## src/hdl/uhr_pkg.sv

```systemverilog
// ****************************************************************
// Shared constants for the one-way hot reconfiguration block
// ****************************************************************
package uhr_pkg;

  // ****************************************************************
  // Sizes
  // ****************************************************************
  localparam int LANES = 8;                  // Lanes in the data path
  localparam int EQW = 4;                    // Equalizer bits per lane
  localparam int SELW = 4;                   // Application selector code width

  // ****************************************************************
  // Register byte offsets (one 32-bit word each)
  // ****************************************************************
  localparam logic [7:0] OFS_CAPS = 8'h00;   // Capabilities, read only
  localparam logic [7:0] OFS_STG0_CFG = 8'h04; // Staged set 0 selector, lanes, path kind
  localparam logic [7:0] OFS_STG0_EQ = 8'h08;  // Staged set 0 per-lane equalizer
  localparam logic [7:0] OFS_STG1_CFG = 8'h0c; // Staged set 1 selector, lanes, path kind
  localparam logic [7:0] OFS_STG1_EQ = 8'h10;  // Staged set 1 per-lane equalizer
  localparam logic [7:0] OFS_TRIG0 = 8'h14;  // Apply triggers of staged set 0
  localparam logic [7:0] OFS_TRIG1 = 8'h18;  // Apply triggers of staged set 1
  localparam logic [7:0] OFS_STATUS = 8'h1c; // Command status
  localparam logic [7:0] OFS_COMMITTED = 8'h20; // Traditional committed control set
  localparam logic [7:0] OFS_CFG_TX = 8'h24; // Committed transmit record
  localparam logic [7:0] OFS_CFG_RX = 8'h28; // Committed receive record
  localparam logic [7:0] OFS_EQ_TX = 8'h2c;  // Committed transmit equalizer
  localparam logic [7:0] OFS_EQ_RX = 8'h30;  // Committed receive equalizer
  localparam logic [7:0] OFS_PATH = 8'h34;   // Current data path state, read only

  // ****************************************************************
  // Field positions and masks
  // ****************************************************************
  localparam int CAP_ONEWAY_BIT = 0;         // one_way_reconfig_capable
  localparam int CAP_SET2_BIT = 1;           // Second staged set present
  localparam int CFG_SEL_LSB = 0;            // Selector code field
  localparam int CFG_LANE_LSB = 8;           // Lane allocation field
  localparam int CFG_NETPATH_BIT = 16;       // Set targets a network_path application
  localparam logic [31:0] CFG_MASK = 32'h0001_ff0f; // Writable configuration bits
  localparam logic [31:0] SEL_MASK = 32'h0000_000f; // Selector bits only
  localparam int TRIG_BOTH_BIT = 0;          // instant_apply_both
  localparam int TRIG_TX_BIT = 1;            // transmit_only_instant_apply
  localparam int TRIG_RX_BIT = 2;            // receive_only_instant_apply

  // ****************************************************************
  // Codes and reset values
  // ****************************************************************
  localparam logic [1:0] ST_IDLE = 2'h0;     // No command yet
  localparam logic [1:0] ST_BUSY = 2'h1;     // Command in progress
  localparam logic [1:0] ST_OK = 2'h2;       // Command succeeded
  localparam logic [1:0] ST_FAIL = 2'h3;     // Command rejected
  localparam logic [2:0] PATH_READY_IDLE = 3'h2; // path_ready_idle code
  localparam logic [2:0] PATH_RUNNING = 3'h4;    // path_running code
  localparam logic [31:0] CFG_RESET = 32'h0000_0000; // Reset of every config record
  localparam logic [31:0] EQ_RESET = 32'h0000_0000;  // Reset of every equalizer record

  // ****************************************************************
  // Timing
  // ****************************************************************
  localparam int CLK_PERIOD_NS = 10;         // sys_clk period
  localparam int APPLY_TIME_NS = 40;         // Least time to commit a set to hardware
  localparam int APPLY_CYCLES = (APPLY_TIME_NS + CLK_PERIOD_NS - 1) / CLK_PERIOD_NS;

  // ****************************************************************
  // Types
  // ****************************************************************
  typedef enum logic [1:0] {DIR_NONE, DIR_BOTH, DIR_TX, DIR_RX} uhr_dir_e; // Apply direction
  typedef enum logic {S_IDLE, S_APPLY} uhr_state_e; // Command sequencer

endpackage : uhr_pkg

```

## src/hdl/uhr_apply_timer.sv

```systemverilog
`timescale 1ns/1ns
// ****************************************************************
// Commit delay: one done pulse a fixed count after start
// ****************************************************************
module uhr_apply_timer
  import uhr_pkg::*;
#(
  parameter int CYCLES = APPLY_CYCLES      // Cycles the hardware needs to take a set
) (
  input wire logic sys_clk,                // System clock
  input wire logic rst,                    // Synchronous reset, active high
  input wire logic start,                  // Begin a commit
  output logic done                        // One-cycle pulse, commit may finish
);

  localparam int CW = $clog2(CYCLES + 1);  // Counter width
  localparam logic [CW-1:0] LOAD = CW'(CYCLES); // Reload value

  logic [CW-1:0] count;                    // Cycles still to wait

  // Count down; a new start simply reloads
  always_ff @(posedge sys_clk) begin
    if (rst) begin
      count <= '0;
      done <= 1'b0;
    end else begin
      done <= 1'b0;
      if (start) begin
        count <= LOAD;
      end else if (count != '0) begin
        count <= count - 1'b1;
        if (count == CW'(1)) begin
          done <= 1'b1;
        end
      end
    end
  end

endmodule : uhr_apply_timer

```

## src/hdl/uhr_reconfig.sv

```systemverilog
`timescale 1ns/1ns
// Summary of operation
// - Capability bit reports one-way reconfiguration support
// - Second staged set advertised by separate bit
// - Fast reconfiguration switches between two staged sets
// - Both-direction instant apply accepted in any path state while no command runs
// - Transmit-only/receive-only apply touches one direction
// - One-way triggers act only in steady states
// - Other states: one-way triggers silently dropped
// - Entering ready-idle from a non-steady state makes both directions equal unless a one-way commit lands in the same cycle
// - One-way change alters selector, same on all lanes
// - One-way change may alter per-lane equalizers
// - One-way change never alters lane allocation
// - No one-way change for network path applications
// - Set chosen by which trigger register written
// - Status shows busy, success or failure
// - Failed validation changes no committed record or output
// - Separate committed transmit and receive records
// - Traditional committed set mirrors transmit record
// - Without one-way use both records match
module uhr_reconfig
  import uhr_pkg::*;
#(
  parameter bit ONE_WAY_CAPABLE = 1'b1,    // one_way_reconfig_capable
  parameter bit SECOND_SET = 1'b1,         // Staged set 1 is present
  parameter int NLANES = LANES             // Lanes in the data path
) (
  input wire logic sys_clk,                // System clock, 100 MHz
  input wire logic rst,                    // Synchronous reset, active high
  input wire logic [7:0] avs_address,      // Avalon byte address
  input wire logic avs_read,               // Avalon read request
  input wire logic avs_write,              // Avalon write request
  input wire logic [31:0] avs_writedata,   // Avalon write data
  output logic [31:0] avs_readdata,        // Avalon read data
  output logic avs_waitrequest,            // Avalon wait request
  input wire logic [2:0] pathState,        // data_path_state_machine state, same clock
  output logic [SELW-1:0] hwSelTx,         // Applied transmit selector code
  output logic [SELW-1:0] hwSelRx,         // Applied receive selector code
  output logic [NLANES-1:0] hwLanes,       // Applied lane allocation
  output logic [NLANES*EQW-1:0] hwEqTx,    // Applied transmit equalizers
  output logic [NLANES*EQW-1:0] hwEqRx,    // Applied receive equalizers
  output logic hwCommit                    // One-cycle pulse when a command commits to hardware
);

  localparam int EQBITS = NLANES * EQW;    // Equalizer record width
  localparam int APPLY_WAIT = APPLY_CYCLES + 2; // Trigger to final status

  // ****************************************************************
  // Declarations
  // ****************************************************************
  uhr_state_e state;                       // Command sequencer state
  uhr_dir_e cmdDir;                        // Direction of running command
  uhr_dir_e trigDir;                       // Direction decoded from a trigger write
  logic [31:0] stg0Cfg;                    // Staged set 0 configuration
  logic [31:0] stg1Cfg;                    // Staged set 1 configuration
  logic [EQBITS-1:0] stg0Eq;               // Staged set 0 equalizers
  logic [EQBITS-1:0] stg1Eq;               // Staged set 1 equalizers
  logic [31:0] cfgTx;                      // Committed transmit record
  logic [31:0] cfgRx;                      // Committed receive record
  logic [EQBITS-1:0] eqTx;                 // Committed transmit equalizers
  logic [EQBITS-1:0] eqRx;                 // Committed receive equalizers
  logic [31:0] cmdCfg;                     // Snapshot of the chosen set
  logic [EQBITS-1:0] cmdEq;                // Snapshot of the chosen equalizers
  logic cmdOk;                             // Snapshot passed validation
  logic [1:0] cmdStatus;                   // Command status code
  logic [2:0] prevPath;                    // Path state one cycle ago
  logic oneWayUsed;                        // A one-way change is in force
  logic wrEn;                              // Write taken this edge
  logic trigHit;                           // Write to an enabled trigger register
  logic useSet1;                           // Trigger belongs to set 1
  logic oneWayTrig;                        // Trigger asks for one direction
  logic startCmd;                          // Trigger accepted
  logic validOk;                           // Validator verdict on the chosen set
  logic timerDone;                         // Commit delay elapsed
  logic finishCmd;                         // Command ends this edge
  logic enterIdle;                         // Path newly entered ready-idle

  // ****************************************************************
  // Functions
  // ****************************************************************
  // Steady states in which one-way triggers count
  function automatic logic isSteady(input logic [2:0] st);
    isSteady = (st == PATH_READY_IDLE) || (st == PATH_RUNNING);
  endfunction : isSteady

  // Several trigger bits at once: both wins, then transmit, then receive
  function automatic uhr_dir_e decodeTrig(input logic [31:0] d);
    if (d[TRIG_BOTH_BIT]) begin
      decodeTrig = DIR_BOTH;
    end else if (d[TRIG_TX_BIT]) begin
      decodeTrig = DIR_TX;
    end else if (d[TRIG_RX_BIT]) begin
      decodeTrig = DIR_RX;
    end else begin
      decodeTrig = DIR_NONE;
    end
  endfunction : decodeTrig

  // ****************************************************************
  // Avalon slave: one wait cycle, then answer
  // ****************************************************************
  assign wrEn = avs_write && !avs_waitrequest;

  // Waitrequest drops for exactly one cycle per request
  always_ff @(posedge sys_clk) begin
    if (rst) begin
      avs_waitrequest <= 1'b1;
    end else if (avs_waitrequest && (avs_read || avs_write)) begin
      avs_waitrequest <= 1'b0;
    end else begin
      avs_waitrequest <= 1'b1;
    end
  end

  // Read data is prepared while waitrequest is still high
  always_ff @(posedge sys_clk) begin
    if (rst) begin
      avs_readdata <= '0;
    end else if (avs_read && avs_waitrequest) begin
      unique case (avs_address)
        OFS_CAPS: avs_readdata <= 32'({SECOND_SET, ONE_WAY_CAPABLE});
        OFS_STG0_CFG: avs_readdata <= stg0Cfg;
        OFS_STG0_EQ: avs_readdata <= 32'(stg0Eq);
        OFS_STG1_CFG: avs_readdata <= stg1Cfg;
        OFS_STG1_EQ: avs_readdata <= 32'(stg1Eq);
        OFS_STATUS: avs_readdata <= 32'(cmdStatus);
        OFS_COMMITTED: avs_readdata <= cfgTx;
        OFS_CFG_TX: avs_readdata <= cfgTx;
        OFS_CFG_RX: avs_readdata <= cfgRx;
        OFS_EQ_TX: avs_readdata <= 32'(eqTx);
        OFS_EQ_RX: avs_readdata <= 32'(eqRx);
        OFS_PATH: avs_readdata <= 32'(pathState);
        // Unmapped and trigger offsets read as zero
        default: avs_readdata <= '0;
      endcase
    end
  end

  // ****************************************************************
  // Staged sets
  // ****************************************************************
  // Host prepares both sets ahead; set 1 stays zero when absent
  always_ff @(posedge sys_clk) begin
    if (rst) begin
      stg0Cfg <= CFG_RESET;
      stg0Eq <= EQ_RESET;
      stg1Cfg <= CFG_RESET;
      stg1Eq <= EQ_RESET;
    end else if (wrEn) begin
      if (avs_address == OFS_STG0_CFG) begin
        stg0Cfg <= avs_writedata & CFG_MASK;
      end
      if (avs_address == OFS_STG0_EQ) begin
        stg0Eq <= avs_writedata[EQBITS-1:0];
      end
      if (SECOND_SET && avs_address == OFS_STG1_CFG) begin
        stg1Cfg <= avs_writedata & CFG_MASK;
      end
      if (SECOND_SET && avs_address == OFS_STG1_EQ) begin
        stg1Eq <= avs_writedata[EQBITS-1:0];
      end
    end
  end

  // ****************************************************************
  // Trigger acceptance
  // ****************************************************************
  assign useSet1 = SECOND_SET && (avs_address == OFS_TRIG1);
  assign trigHit = wrEn && ((avs_address == OFS_TRIG0) || useSet1);
  assign trigDir = decodeTrig(avs_writedata);
  assign oneWayTrig = (trigDir == DIR_TX) || (trigDir == DIR_RX);

  // A trigger during a running command is dropped; the host is meant to wait
  assign startCmd = trigHit && (trigDir != DIR_NONE) && (state == S_IDLE)
    && (!oneWayTrig
      || (ONE_WAY_CAPABLE && isSteady(pathState)));

  // Parameters are checked on the set as it stands at the trigger
  uhr_validator #(
    .NLANES(NLANES)
  ) u_validator (
    .dir(trigDir),
    .cfg(useSet1 ? stg1Cfg : stg0Cfg),
    .heldLanes(cfgTx[CFG_LANE_LSB +: NLANES]),
    .ok(validOk)
  );

  // The commit waits the time the hardware needs to take the set
  uhr_apply_timer #(
    .CYCLES(APPLY_CYCLES)
  ) u_timer (
    .sys_clk(sys_clk),
    .rst(rst),
    .start(startCmd),
    .done(timerDone)
  );

  assign finishCmd = (state == S_APPLY) && timerDone;

  // ****************************************************************
  // Command sequencer and status
  // ****************************************************************
  // Snapshot freezes the set so later host writes cannot tear it
  always_ff @(posedge sys_clk) begin
    if (rst) begin
      state <= S_IDLE;
      cmdDir <= DIR_NONE;
      cmdCfg <= CFG_RESET;
      cmdEq <= EQ_RESET;
      cmdOk <= 1'b0;
      cmdStatus <= ST_IDLE;
    end else begin
      unique case (state)
        S_IDLE: begin
          if (startCmd) begin
            state <= S_APPLY;
            cmdDir <= trigDir;
            cmdCfg <= useSet1 ? stg1Cfg : stg0Cfg;
            cmdEq <= useSet1 ? stg1Eq : stg0Eq;
            cmdOk <= validOk;
            cmdStatus <= ST_BUSY;
          end
        end
        S_APPLY: begin
          if (timerDone) begin
            state <= S_IDLE;
            cmdStatus <= cmdOk ? ST_OK : ST_FAIL;
          end
        end
      endcase
    end
  end

  // ****************************************************************
  // Committed records and hardware outputs
  // ****************************************************************
  assign enterIdle = (pathState == PATH_READY_IDLE) && !isSteady(prevPath);

  // Path state history for entry detection
  always_ff @(posedge sys_clk) begin
    if (rst) begin
      prevPath <= '0;
    end else begin
      prevPath <= pathState;
    end
  end

  // A commit wins over the symmetry copy when both fall in one cycle; the copy is then lost
  always_ff @(posedge sys_clk) begin
    if (rst) begin
      cfgTx <= CFG_RESET;
      cfgRx <= CFG_RESET;
      eqTx <= EQ_RESET;
      eqRx <= EQ_RESET;
      oneWayUsed <= 1'b0;
    end else if (finishCmd && cmdOk) begin
      unique case (cmdDir)
        DIR_TX: begin
          cfgTx <= (cfgTx & ~SEL_MASK) | (cmdCfg & SEL_MASK);
          eqTx <= cmdEq;
          oneWayUsed <= 1'b1;
        end
        DIR_RX: begin
          cfgRx <= (cfgRx & ~SEL_MASK) | (cmdCfg & SEL_MASK);
          eqRx <= cmdEq;
          oneWayUsed <= 1'b1;
        end
        default: begin
          cfgTx <= cmdCfg;
          cfgRx <= cmdCfg;
          eqTx <= cmdEq;
          eqRx <= cmdEq;
          oneWayUsed <= 1'b0;
        end
      endcase
    end else if (enterIdle) begin
      cfgRx <= cfgTx;
      eqRx <= eqTx;
      oneWayUsed <= 1'b0;
    end
  end

  assign hwSelTx = cfgTx[CFG_SEL_LSB +: SELW];
  assign hwSelRx = cfgRx[CFG_SEL_LSB +: SELW];
  assign hwLanes = cfgTx[CFG_LANE_LSB +: NLANES];
  assign hwEqTx = eqTx;
  assign hwEqRx = eqRx;

  // Pulse marks the edge where the outputs took a new set
  always_ff @(posedge sys_clk) begin
    if (rst) begin
      hwCommit <= 1'b0;
    end else begin
      hwCommit <= finishCmd && cmdOk;
    end
  end
endmodule : uhr_reconfig

```

## src/hdl/uhr_validator.sv

```systemverilog
`timescale 1ns/1ns
// ****************************************************************
// Parameter check of a staged set against the command direction
// ****************************************************************
module uhr_validator
  import uhr_pkg::*;
#(
  parameter int NLANES = LANES             // Lanes in the data path
) (
  input wire uhr_dir_e dir,                // Requested direction
  input wire logic [31:0] cfg,             // Staged configuration word
  input wire logic [NLANES-1:0] heldLanes, // Currently committed lane allocation
  output logic ok                          // Set may be committed
);

  logic [SELW-1:0] sel;                    // Staged selector code
  logic [NLANES-1:0] lanes;                // Staged lane allocation
  logic oneWay;                            // Direction-restricted command

  assign sel = cfg[CFG_SEL_LSB +: SELW];
  assign lanes = cfg[CFG_LANE_LSB +: NLANES];
  assign oneWay = (dir == DIR_TX) || (dir == DIR_RX);

  // ****************************************************************
  // Decision
  // ****************************************************************
  // Selector zero and an empty lane set never name a usable application
  always_comb begin
    ok = (sel != '0) && (lanes != '0) && (dir != DIR_NONE);
    if (oneWay) begin
      // A one-way change keeps the lane allocation
      ok = ok && (lanes == heldLanes);
      // Network path applications are never changed one way
      ok = ok && !cfg[CFG_NETPATH_BIT];
    end
  end

endmodule : uhr_validator

```

## config.mk

```make
export PLATFORM = sky130hd
export DESIGN_NAME = uhr_reconfig
export DESIGN_NICKNAME = d
export VERILOG_FILES = /design/src/hdl/uhr_pkg.sv /design/src/hdl/uhr_apply_timer.sv /design/src/hdl/uhr_reconfig.sv /design/src/hdl/uhr_validator.sv
export SDC_FILE = /design/constraint.sdc
export NUM_CORES = 1
export LEC_CHECK = 0
export BUFFER_PORTS_ARGS = -buffer_cell sky130_fd_sc_hd__buf_2
export CAP_MARGIN = 40
export CORE_ASPECT_RATIO = 2
export CORE_MARGIN = 4
export CORE_UTILIZATION = 46
export CTS_CLUSTER_DIAMETER = 200
export DETAILED_ROUTE_END_ITERATION = 7
export HOLD_SLACK_MARGIN = 0.08
export PLACE_DENSITY_LB_ADDON = 0.12
export SYNTH_ARGS = -nofsm -noshare
export SYNTH_HDL_FRONTEND = slang
export SYNTH_SLANG_ARGS = --single-unit
```

## constraint.sdc

```tcl
create_clock -name sys_clk -period 2.7 [get_ports sys_clk]
set_clock_uncertainty 0.05 [all_clocks]
set_input_delay 0.405 -clock sys_clk [delete_from_list [all_inputs] [get_ports sys_clk]]
set_output_delay 0.405 -clock sys_clk [all_outputs]
set_load 0.01 [all_outputs]
```

==> key figures, run 1 <==
Outcome
  • Status: finished with violations
  • Failing checks: DRC

Finish
  • Layout Area Growth over Synthesis: 17.44%
  • Finished Layout Cells: 1968
  • Finished Core Util: 54.72%
  • Commonest cells after routing, fill and taps aside: 286 x nand2_1, 273 x dfxtp_1, 159 x buf_2
  • Share of cells above drive strength 1: 19.38%
  • Nets: 1653
  • Filler cells: 2524
  • Most common cell after layout, fill and taps aside: nand2_1
  • Post-route cell area: 14720 sq um
  • Diodes inserted: 0

Clock network
  • Clock-pin transition on the worst setup and hold timing paths: 0.07 ns
  • Clock Latency Late Sink: 0.54 ns
  • CTS Hold Buffers Added: 20
  • Post-CTS Resized: 0
  • CTS sink cnt: 273
  • Root buffer cell: clkbuf_16
  • H-tree depth: 1
  • CTS Buffer Depth: 3
  • Postcts setup bufs: 0
  • CTS Buf Count: 25
  • CTS tree: done

Pwr
  • Max IR drop VDD: 0.5962 mV
  • PwrDens: 571.3 nW/um^2
  • Tot Pwr: 8.412 mW
  • Lkg Pwr: 5.401 nW

Synth
  • Synthesized flop and latch total: 273
  • Ys Warns: 0
  • Syn Std Cell Area: 12540 sq um
  • Mux cell area share after synthesis: 6.407%
  • Asr flop ratio synth: 0%
  • Synth Flop Type: dfxtp_1
  • Compound-Gate Fraction of Synth Area: 23.32%
  • Number of enable flip-flop cells after synthesis: 0
  • XOR/XNOR Fraction of Synth Area: 0.9082%
  • Synthesized instance count: 1486
  • Syn Area/Cell: 8.437 sq um
  • Post-synthesis cell type count: 69
  • Largest family of logic cells by synthesized area: compound AO/OA/AOI/OAI gates
  • Syn Nets: 1536
  • Sequential fraction of the synthesis area: 43.59%
  • Post-Synth Adder-Cell Area: 0.2994%
  • Synth Area in Simple Gates: 19.24%

Timing
  • RSZ-0062 raised after global routing: false
  • Slew @ Worst Pin: 0.7722 ns
  • Final min period: 2.239 ns
  • Max_slew headroom: 48.52%
  • Max Clk Rate: 0.4466 GHz
  • Final Cycle Share: 82.94%
  • Final Max Slew Viols: 0
  • Setup violators final: 0
  • Final setup TNS: 0 ns
  • Final hold vios: 0

Placement
  • Dpl cell area: 13700 sq um
  • IO buf count: 160
  • Dpl cells: 1904
  • Post-DP HPWL: 30.48 mm
  • Placer Congestion: 0.9330

Worst setup path
  • Arrival @ worst endpoint: 2.65 ns
  • Most numerous cell on the critical path: nand2_1
  • Max Fanout on Critical Path: 37
  • Setup crit end kind: flop
  • Critical path's slowest cell: buf_4
  • R2R Setup Slk: 0.46 ns
  • Worst Reg-to-Reg Cells: 7
  • Type of the worst setup path: reg -> reg
  • Startpoint Class: flop
  • Worst r2r dst: hwEqTx[24]
  • Largest stage delay on the critical path: 0.63 ns
  • Reg-to-reg startpoint: state
  • CP Cell Sequence: nand3_4 > buf_4 > inv_1 > nand2_1 > buf_12 > nand2_1 > a21oi_1
  • Worst Path Required: 3.11 ns

Global routing
  • Remaining global-route overflow: 0
  • Largest net degree at the start of global routing: 100
  • Initial antenna violation count: 0
  • First-pass GRT wire length: 67.26 mm
  • Number of global-route vias before repair: 11620
  • GRT Total Usage: 28.12%

Hold path
  • Worst Hold Depth: 3
  • Worst Hold Class: in -> reg
  • Hold endpoint: stg1Eq[14]
  • HP Start: avs_writedata[14]

Die
  • I/O pin cnt: 161
  • Die height: 241.5 microns
  • Die area: 30120 sq um
  • Core footprint: 26910 sq um
  • Floorplan row count: 85
  • DIE WIDTH: 124.7 microns
  • Starting Density: 46.59%

Detailed routing
  • Drt pass-1 iters: 8
  • Antenna-violating nets left: 0
  • Routed WL per cell: 22.39 microns
  • DR DRC count: 8
  • DRT Wirelength: 44.07 mm
  • Vias/cell: 6.045
  • Via count: 11900
  • Initial DRC count: 1037

Run
  • Max Cap Viol: 0
[kinds of logic after synthesis]
kind of cell / Yosys count
AOI/OAI and AO/OA: 408
xor gates and xnor gates: 13
adders and majority gates: 3
buffers and inverters: 158
DFF: 273
muxes: 79
and+or+nand+nor: 552
[state kept, by name, indices dropped and copies added, names as in the netlist, 2 cells and up]
register	count
cmdDir	2
u_timer.count	3
cmdStatus	2
stg0Eq	32
stg0Cfg	13
cfgTx	13
cfgRx	14
hwEqRx	32
stg1Cfg	13
avs_readdata	32
prevPath	3
hwEqTx	32
cmdCfg	13
cmdEq	32
stg1Eq	32
[metrics by stage]
step                hold WS (ns)  worst slack (ns)
floorplan                 0.3946            0.6449
global placement          0.3919            0.3179
detailed placement        0.4025            0.2874
CTS                      0.08107            0.4638
global route             0.09640            0.3167
finish                   0.08988            0.4607
[worst max-delay path, delay by kind of cell, from the launching register on]
| family | cells | cell delay, ns |
|---|---|---|
| buffers and inverters | 3 | 1.01 |
| AND/OR/NAND/NOR | 3 | 0.57 |
| AO/OA/AOI/OAI | 1 | 0.15 |
| flip-flops | 1 | 0.37 |
[routing by layer]
| metal | GRT usage (%) | up-vias | routed length (microns) |
|---|---|---|---|
| met5 | 0 | - | 0 |
| met4 | 14.80 | 0 | 2346 |
| met3 | 2.824 | 117 | 2404 |
| met2 | 53.07 | 491 | 23250 |
| met1 | 30.97 | 5734 | 16060 |
| li1 | - | 5555 | - |
[final cells by class]
class,instances,area (sq um),area share [%]
multi-input cells,1055,6351,43.14
clock inverters,9,122.6,0.8328
inverters,10,37.54,0.2549
well taps,348,435.4,2.957
repair buffers,238,1608,10.92
clock buffers,35,703.2,4.776
flip-flops and latches,273,5465,37.12
[power breakdown]
group,internal [mW],switching (mW),total (mW)
logic,0.213,0.379,0.591
registers,4.09,0.0541,4.14
clock network,2.10,1.58,3.68
[worst max path at each step]
stage	startpoint	slack, ns	endpoint
final	state	0.46	hwEqTx[24]
after global routing	state	0.32	hwEqTx[13]
after CTS	state	0.46	hwEqTx[14]
after detailed placement	avs_address[5]	0.29	avs_readdata[15]
after global placement	avs_address[5]	0.32	avs_readdata[15]
after floorplan	avs_address[7]	0.64	stg1Eq[22]
[Yosys cell counts, types with 7 or more instances]
cell type	instances	area, sq um
nand2_1	288	1081
dfxtp_1	273	5465
a21oi_1	145	725.7
nor2_1	140	525.5
clkbuf_1	78	292.8
mux2i_1	69	690.7
a22oi_1	59	442.9
nand3_1	57	285.3
a311oi_1	53	464.2
a211oi_1	50	375.4
buf_2	38	190.2
buf_4	23	172.7
a222oi_1	14	140.1
o21ai_0	14	70.07
a21oi_2	13	113.9
a311oi_2	13	195.2
nor2b_1	12	75.07
inv_1	10	37.54
mux2_2	10	112.6
nor4_1	10	62.56
o22ai_1	10	62.56
xnor2_1	10	87.58
nor3_1	9	45.04
o2bb2ai_1	7	61.31
(Power assumes the default switching activity.)
==> run 2, diff against run 1 <==
- clock period: 2.7 -> 1.9 ns (I/O delays scaled with it)
==> run 2 against run 1 <==
  * The flow now finishes without violations
  * Non-clock buffer count up 101
  * Largest power group unchanged
  * Critical path type is now in -> reg
  * Register-to-register slack worse by 0.32 ns
  * First-iteration DRC count down 3.2%
  * Global-route usage up 0.16 points
  * Sequential power up 42%
  * Flip-flop and latch count unchanged
  * Cell count up 5.0%
  * Clock power up 34%
==> key figures, run 2 (synthesis results as in run 1) <==
Outcome
  • Status: finished clean

Timing
  • Max_slew headroom: 60.06% (+12 points)
  • Final hold vios: 0 (unchanged)
  • Max Clk Rate: 0.5501 GHz
  • Slew @ Worst Pin: 0.5991 ns (-0.1731 ns)
  • Setup violators final: 0 (unchanged)
  • Final Cycle Share: 95.68%
  • Post-route worst setup slack: 0.08212 ns (-0.3785 ns)
  • Final Max Slew Viols: 0 (unchanged)
  • Final min period: 1.818 ns

Worst setup path
  • Setup crit end kind: flop
  • Worst r2r dst: hwEqRx[12]
  • R2R Setup Slk: 0.14 ns (-0.32 ns)
  • Reg-to-reg startpoint: state
  • Worst Path Required: 2.31 ns (-0.80 ns)
  • Worst Reg-to-Reg Cells: 6 (-1)
  • Startpoint Class: input port
  • Type of the worst setup path: in -> reg
  • Max Fanout on Critical Path: 16 (-57%)
  • Arrival @ worst endpoint: 2.23 ns (-0.42 ns)

Placement
  • Dpl cells: 1984 (+4.2%)
  • Placement Setup Slack: -0.2116 ns (-0.4989 ns)
  • IO buf count: 160 (unchanged)
  • Post-DP HPWL: 31.76 mm (+4.2%)
  • Placer Congestion: 0.9302 (-0.30%)

Clock network
  • Root buffer cell: clkbuf_16
  • H-tree depth: 1 (unchanged)
  • CTS tree: done
  • CTS Buffer Depth: 3 (unchanged)
  • Clock-pin transition on the worst setup and hold timing paths: 0.07 ns (about the same)
  • CTS sink cnt: 273 (unchanged)
  • Clock Latency Late Sink: 0.55 ns (about the same)
  • CTS Buf Count: 25 (unchanged)

Global routing
  • First-pass GRT wire length: 67.52 mm (+0.38%)
  • Initial antenna violation count: 0 (unchanged)
  • Remaining global-route overflow: 0 (unchanged)
  • Number of global-route vias before repair: 11780 (+1.4%)
  • GRT Total Usage: 28.28% (+0.16 points)
  • Largest net degree at the start of global routing: 112 (+12%)

Die
  • Core footprint: 26910 sq um (unchanged)
  • Die height: 241.5 microns (unchanged)
  • DIE WIDTH: 124.7 microns (unchanged)
  • I/O pin cnt: 161 (unchanged)
  • Starting Density: 46.59% (unchanged)
  • Floorplan row count: 85 (unchanged)
  • Die area: 30120 sq um (unchanged)

Hold path
  • Worst Hold Depth: 4 (+1)
  • Hold endpoint: stg1Eq[0]
  • HP Start: avs_writedata[0]
  • Worst Hold Class: in -> reg

Finish
  • Most common cell after layout, fill and taps aside: nand2_1
  • Finished Core Util: 58.41% (+3.7 points)
  • Finished Layout Cells: 2067 (+5.0%)
  • Nets: 1754 (+6.1%)
  • Commonest cells after routing, fill and taps aside: 286 x nand2_1, 273 x dfxtp_1, 159 x buf_2
  • Share of cells above drive strength 1: 23.27% (+3.9 points)
  • Layout Area Growth over Synthesis: 25.37%
  • Diodes inserted: 0 (unchanged)

Pwr
  • Clock share of power: 41.9% (-1.8 points)
  • PwrDens: 749.6 nW/um^2 (+31%)
  • Lkg Pwr: 5.950 nW (+10%)
  • NetSw: 2.876 mW (+43%)
  • Internal power: 8.905 mW (+39%)
  • Switch share: 24.41% (+0.48 points)
  • Flop pwr share: 50.0% (+0.8 points)
  • Max IR drop VDD: 0.7842 mV (+32%)
  • Combinational share of power: 8.1% (+1.1 points)

Detailed routing
  • Routed WL per cell: 22.44 microns (+0.20%)
  • Initial DRC count: 1004 (-3.2%)
  • Drt pass-1 iters: 6 (-2)
  • Vias/cell: 5.971 (-1.2%)
  • DRT Wirelength: 46.38 mm (+5.2%)
  • Antenna-violating nets left: 0 (unchanged)
  • Via count: 12340 (+3.7%)
  • DR DRC count: 0 (-8)

Run
  • Max Cap Viol: 0 (unchanged)
-- run 2: cell types whose count changed in the layout (fill, tap and decap cells not counted), moves of 2 or more --
cell	change
buf_4	+68
bufinv_16	-2
clkbuf_16	+4
dlygate4sd3_1	+15
buf_12	+13
-- run 2: cell type report --
class	instances	area, sq um
timing repair buffer	339	2640
multi-input combinational	1055	6370
clock inverter	7	66.31
sequential	273	5465
fill	2473	11190
inverter	10	37.54
tap	348	435.4
clock buffer	35	703.2
-- run 2: worst max path at each step --
stage	endpoint	start	slack (ns)	cells past startpoint
floorplan	avs_readdata[29]	avs_address[7]	0.001	7
detailed placement	cmdEq[30]	avs_address[7]	-0.21	8
global route	hwEqRx[14]	pathState[1]	-0.05	9
global placement	avs_readdata[14]	avs_address[4]	-0.17	8
finish	hwEqRx[12]	pathState[1]	0.08	9
CTS	cmdEq[4]	pathState[1]	0.05	8
-- run 2: worst max-delay path: stages --
cell           delay (ns)
dlygate4sd3_1        0.52
buf_2                0.12
buf_4                0.12
nor3b_1              0.20
o211ai_1             0.20
o21ai_4              0.20
clkbuf_16            0.28
nor2_1               0.05
a211oi_1             0.21
-- run 2: routing by layer --
layer	track usage [%]	part of all wire, %
met2	52.20	52
met1	31.33	37
met5	0	0
met4	16.16	5.6
met3	3.266	5.4
-- run 2: per-stage QoR --
stage / setup TNS, ns / total power, mW / cell area [sq um] / hold slack [ns]
floorplan: 0 / 6.493 / 12570 / 0.3509
global placement: -15.96 / 6.871 / 14460 / 0.3914
detailed placement: -18.51 / 6.884 / 14460 / 0.3976
CTS: 0 / 11.85 / 15580 / 0.08241
global route: -0.05161 / 12.15 / 15720 / 0.1106
finish: 0 / 11.78 / 15720 / 0.1049
-- run 2: power by group through the flow --
stage / clock network (mW) / registers (mW) / logic, mW
floorplan: 0 / 6.00 / 0.490
global placement: 0 / 6.01 / 0.859
detailed placement: 0 / 6.01 / 0.870
CTS: 5.03 / 5.88 / 0.930
global route: 5.22 / 5.89 / 1.04
finish: 4.94 / 5.89 / 0.959
-- run 2: repair_timing --
action                                 CTS  global route
setup endpoints to repair                0            27
hold buffers                            35             0
resized for setup                        0             2
setup buffers                            0             2
endpoints found under the hold margin   97             0
==> run 3, diff against run 2 <==
- CORE_MARGIN: 4 -> unset
==> run 3 against run 2 <==
  * Register-to-register slack worse by 0.09 ns
  * Flip-flop and latch count unchanged
  * Non-clock buffer count up 7
  * Total power up 4.0%
  * Cell count up 0.44%
  * Fmax down 2.2%
  * Die area down 7.2%
==> key figures, run 3 (synthesis results as in run 1) <==
Outcome
  • Status: finished clean

Pwr
  • Max IR drop VDD: 0.7032 mV (-10%)
  • Flop pwr share: 48.0% (-2.0 points)
  • Tot Pwr: 12.26 mW (+4.0%)
  • PwrDens: 766.2 nW/um^2 (+2.2%)
  • Combinational share of power: 7.8% (-0.3 points)
  • Lkg Pwr: 6.089 nW (+2.3%)
  • NetSw: 2.967 mW (+3.2%)
  • Switch share: 24.21% (-0.20 points)
  • Internal power: 9.290 mW (+4.3%)
  • Clock share of power: 44.1% (+2.2 points)

Global routing
  • GRT Total Usage: 32.18% (+3.9 points)
  • First-pass GRT wire length: 70.10 mm (+3.8%)
  • Remaining global-route overflow: 0 (unchanged)
  • Initial antenna violation count: 0 (unchanged)
  • Largest net degree at the start of global routing: 79 (-29%)
  • Number of global-route vias before repair: 12150 (+3.2%)

Worst setup path
  • Type of the worst setup path: in -> reg
  • Worst r2r dst: cmdOk
  • R2R Setup Slk: 0.05 ns (-0.09 ns)
  • Worst Reg-to-Reg Cells: 7 (+1)
  • Startpoint Class: input port
  • Worst Path Required: 2.27 ns (-0.04 ns)
  • Max Fanout on Critical Path: 7 (-9)
  • Setup crit end kind: flop
  • Reg-to-reg startpoint: stg0Cfg[0]
  • Arrival @ worst endpoint: 2.22 ns (about the same)

Die
  • Starting Density: 46.78% (+0.18 points)
  • Floorplan row count: 85 (unchanged)
  • Die area: 27960 sq um (-7.2%)
  • DIE WIDTH: 118.7 microns (-4.8%)
  • I/O pin cnt: 161 (unchanged)
  • Core footprint: 26800 sq um (-0.40%)
  • Die height: 235.5 microns (-2.5%)

Clock network
  • H-tree depth: 1 (unchanged)
  • CTS Buf Count: 26 (+4.0%)
  • Root buffer cell: clkbuf_16
  • Clock-pin transition on the worst setup and hold timing paths: 0.06 ns (about the same)
  • Clock Latency Late Sink: 0.56 ns (about the same)
  • CTS sink cnt: 273 (unchanged)
  • CTS tree: done
  • CTS Buffer Depth: 3 (unchanged)

Finish
  • Finished Core Util: 59.69% (+1.3 points)
  • Finished Layout Cells: 2076 (+0.44%)
  • Commonest cells after routing, fill and taps aside: 286 x nand2_1, 272 x dfxtp_1, 156 x buf_2
  • Nets: 1762 (+0.46%)
  • Post-route cell area: 16000 sq um (+1.8%)
  • Share of cells above drive strength 1: 24.54% (+1.3 points)
  • Layout Area Growth over Synthesis: 27.60%
  • Diodes inserted: 0 (unchanged)
  • Most common cell after layout, fill and taps aside: nand2_1

Hold path
  • Hold endpoint: stg1Eq[0]
  • Worst Hold Depth: 4 (unchanged)
  • HP Start: avs_writedata[0]
  • Worst Hold Class: in -> reg

Timing
  • Post-route worst setup slack: 0.04169 ns (-0.04042 ns)
  • RSZ-0062 raised after global routing: true
  • Final hold vios: 0 (unchanged)
  • Max_slew headroom: 60.54% (+0.48 points)
  • Final Max Slew Viols: 0 (unchanged)
  • Final Cycle Share: 97.81% (+2.1 points)
  • Slew @ Worst Pin: 0.5906 ns (-0.008433 ns)
  • Max Clk Rate: 0.5381 GHz (-2.2%)
  • Setup violators final: 0 (unchanged)
  • Final min period: 1.858 ns (+0.04042 ns)

Placement
  • Placement Setup Slack: -0.3072 ns (-0.09566 ns)
  • IO buf count: 160 (unchanged)
  • Dpl cell area: 14490 sq um (+0.19%)
  • Placer Congestion: 0.9391 (+0.96%)
  • Dpl cells: 1986 (+0.10%)
  • Post-DP HPWL: 31.82 mm (+0.19%)

Run
  • Max Cap Viol: 0 (unchanged)

Detailed routing
  • DRT Wirelength: 47.72 mm (+2.9%)
  • Antenna-violating nets left: 0 (unchanged)
  • Via count: 12680 (+2.7%)
  • DR DRC count: 0 (unchanged)
  • Routed WL per cell: 22.99 microns (+2.4%)
  • Drt pass-1 iters: 7 (+1)
  • Initial DRC count: 992 (-1.2%)
  • Vias/cell: 6.109 (+2.3%)
run 3: cell count changes in the layout (fill, tap and decap cells not counted), moves of 2 or more:
cell and change:
buf_2 -3, a211oi_1 -3, a211oi_2 +3, clkbuf_8 +2, buf_4 +5, a311oi_2 +4
a311oi_1 -4, clkbuf_1 -3, clkbuf_16 +4
run 3: worst max-delay path by stage:
| stage | slack, ns | cells past startpoint | endpoint | startpoint |
|---|---|---|---|---|
| after global routing | -0.02 | 7 | hwEqRx[7] | state |
| final | 0.04 | 9 | cmdEq[1] | pathState[2] |
| after floorplan | 0.001 | 7 | avs_readdata[29] | avs_address[7] |
| after CTS | 0.02 | 8 | cmdEq[1] | pathState[1] |
| after global placement | -0.27 | 8 | cmdEq[1] | avs_address[7] |
| after detailed placement | -0.31 | 8 | cmdEq[22] | avs_address[7] |
run 3: repair_timing:
| item | in CTS | in global routing |
|---|---|---|
| pin swaps | 1 | 22 |
| resized for setup | 2 | 13 |
| setup buffers | 0 | 6 |
| hold endpoints to repair | 84 | 0 |
| setup endpoints to repair | 5 | 73 |
| hold buffers | 35 | 0 |
| cloned | 0 | 8 |
run 3: final cells by class:
class                   count  area [sq um]
clock buffers              36         769.5
flip-flops and latches    273          5466
fillers                  2485         10800
inverters                  10         37.54
multi-input cells        1055          6431
clock inverters             8         98.84
repair buffers            346          2759
well taps                 348         435.4
run 3: metal layers:
metal	up-vias	global-route usage (%)	wire, microns
li1	5786	-	-
met1	6123	35.56	16990
met2	594	57.33	24350
met3	179	3.416	2860
met4	0	21.75	3516
met5	-	0	0
run 3: power groups by stage:
stage               clock network [mW]  logic, mW  registers [mW]
floorplan                            0      0.490            6.00
global placement                     0      0.863            6.01
detailed placement                   0      0.876            6.01
CTS                               5.46      0.937            5.88
global route                      5.68       1.03            5.89
finish                            5.41      0.962            5.89
run 3: stage by stage:
step / hold slack, ns / TNS [ns]
floorplan: 0.3509 / 0
global placement: 0.3911 / -21.71
detailed placement: 0.4042 / -24.40
CTS: 0.08410 / 0
global route: 0.1107 / -0.07204
finish: 0.09591 / 0
run 3: critical path, cell delays in order:
cell and delay [ns]:
dlygate4sd3_1 0.60, xnor2_2 0.16, o31a_1 0.38, nor2_4 0.16, buf_12 0.16, buf_8 0.13
clkbuf_16 0.15, buf_4 0.11, a311oi_2 0.08
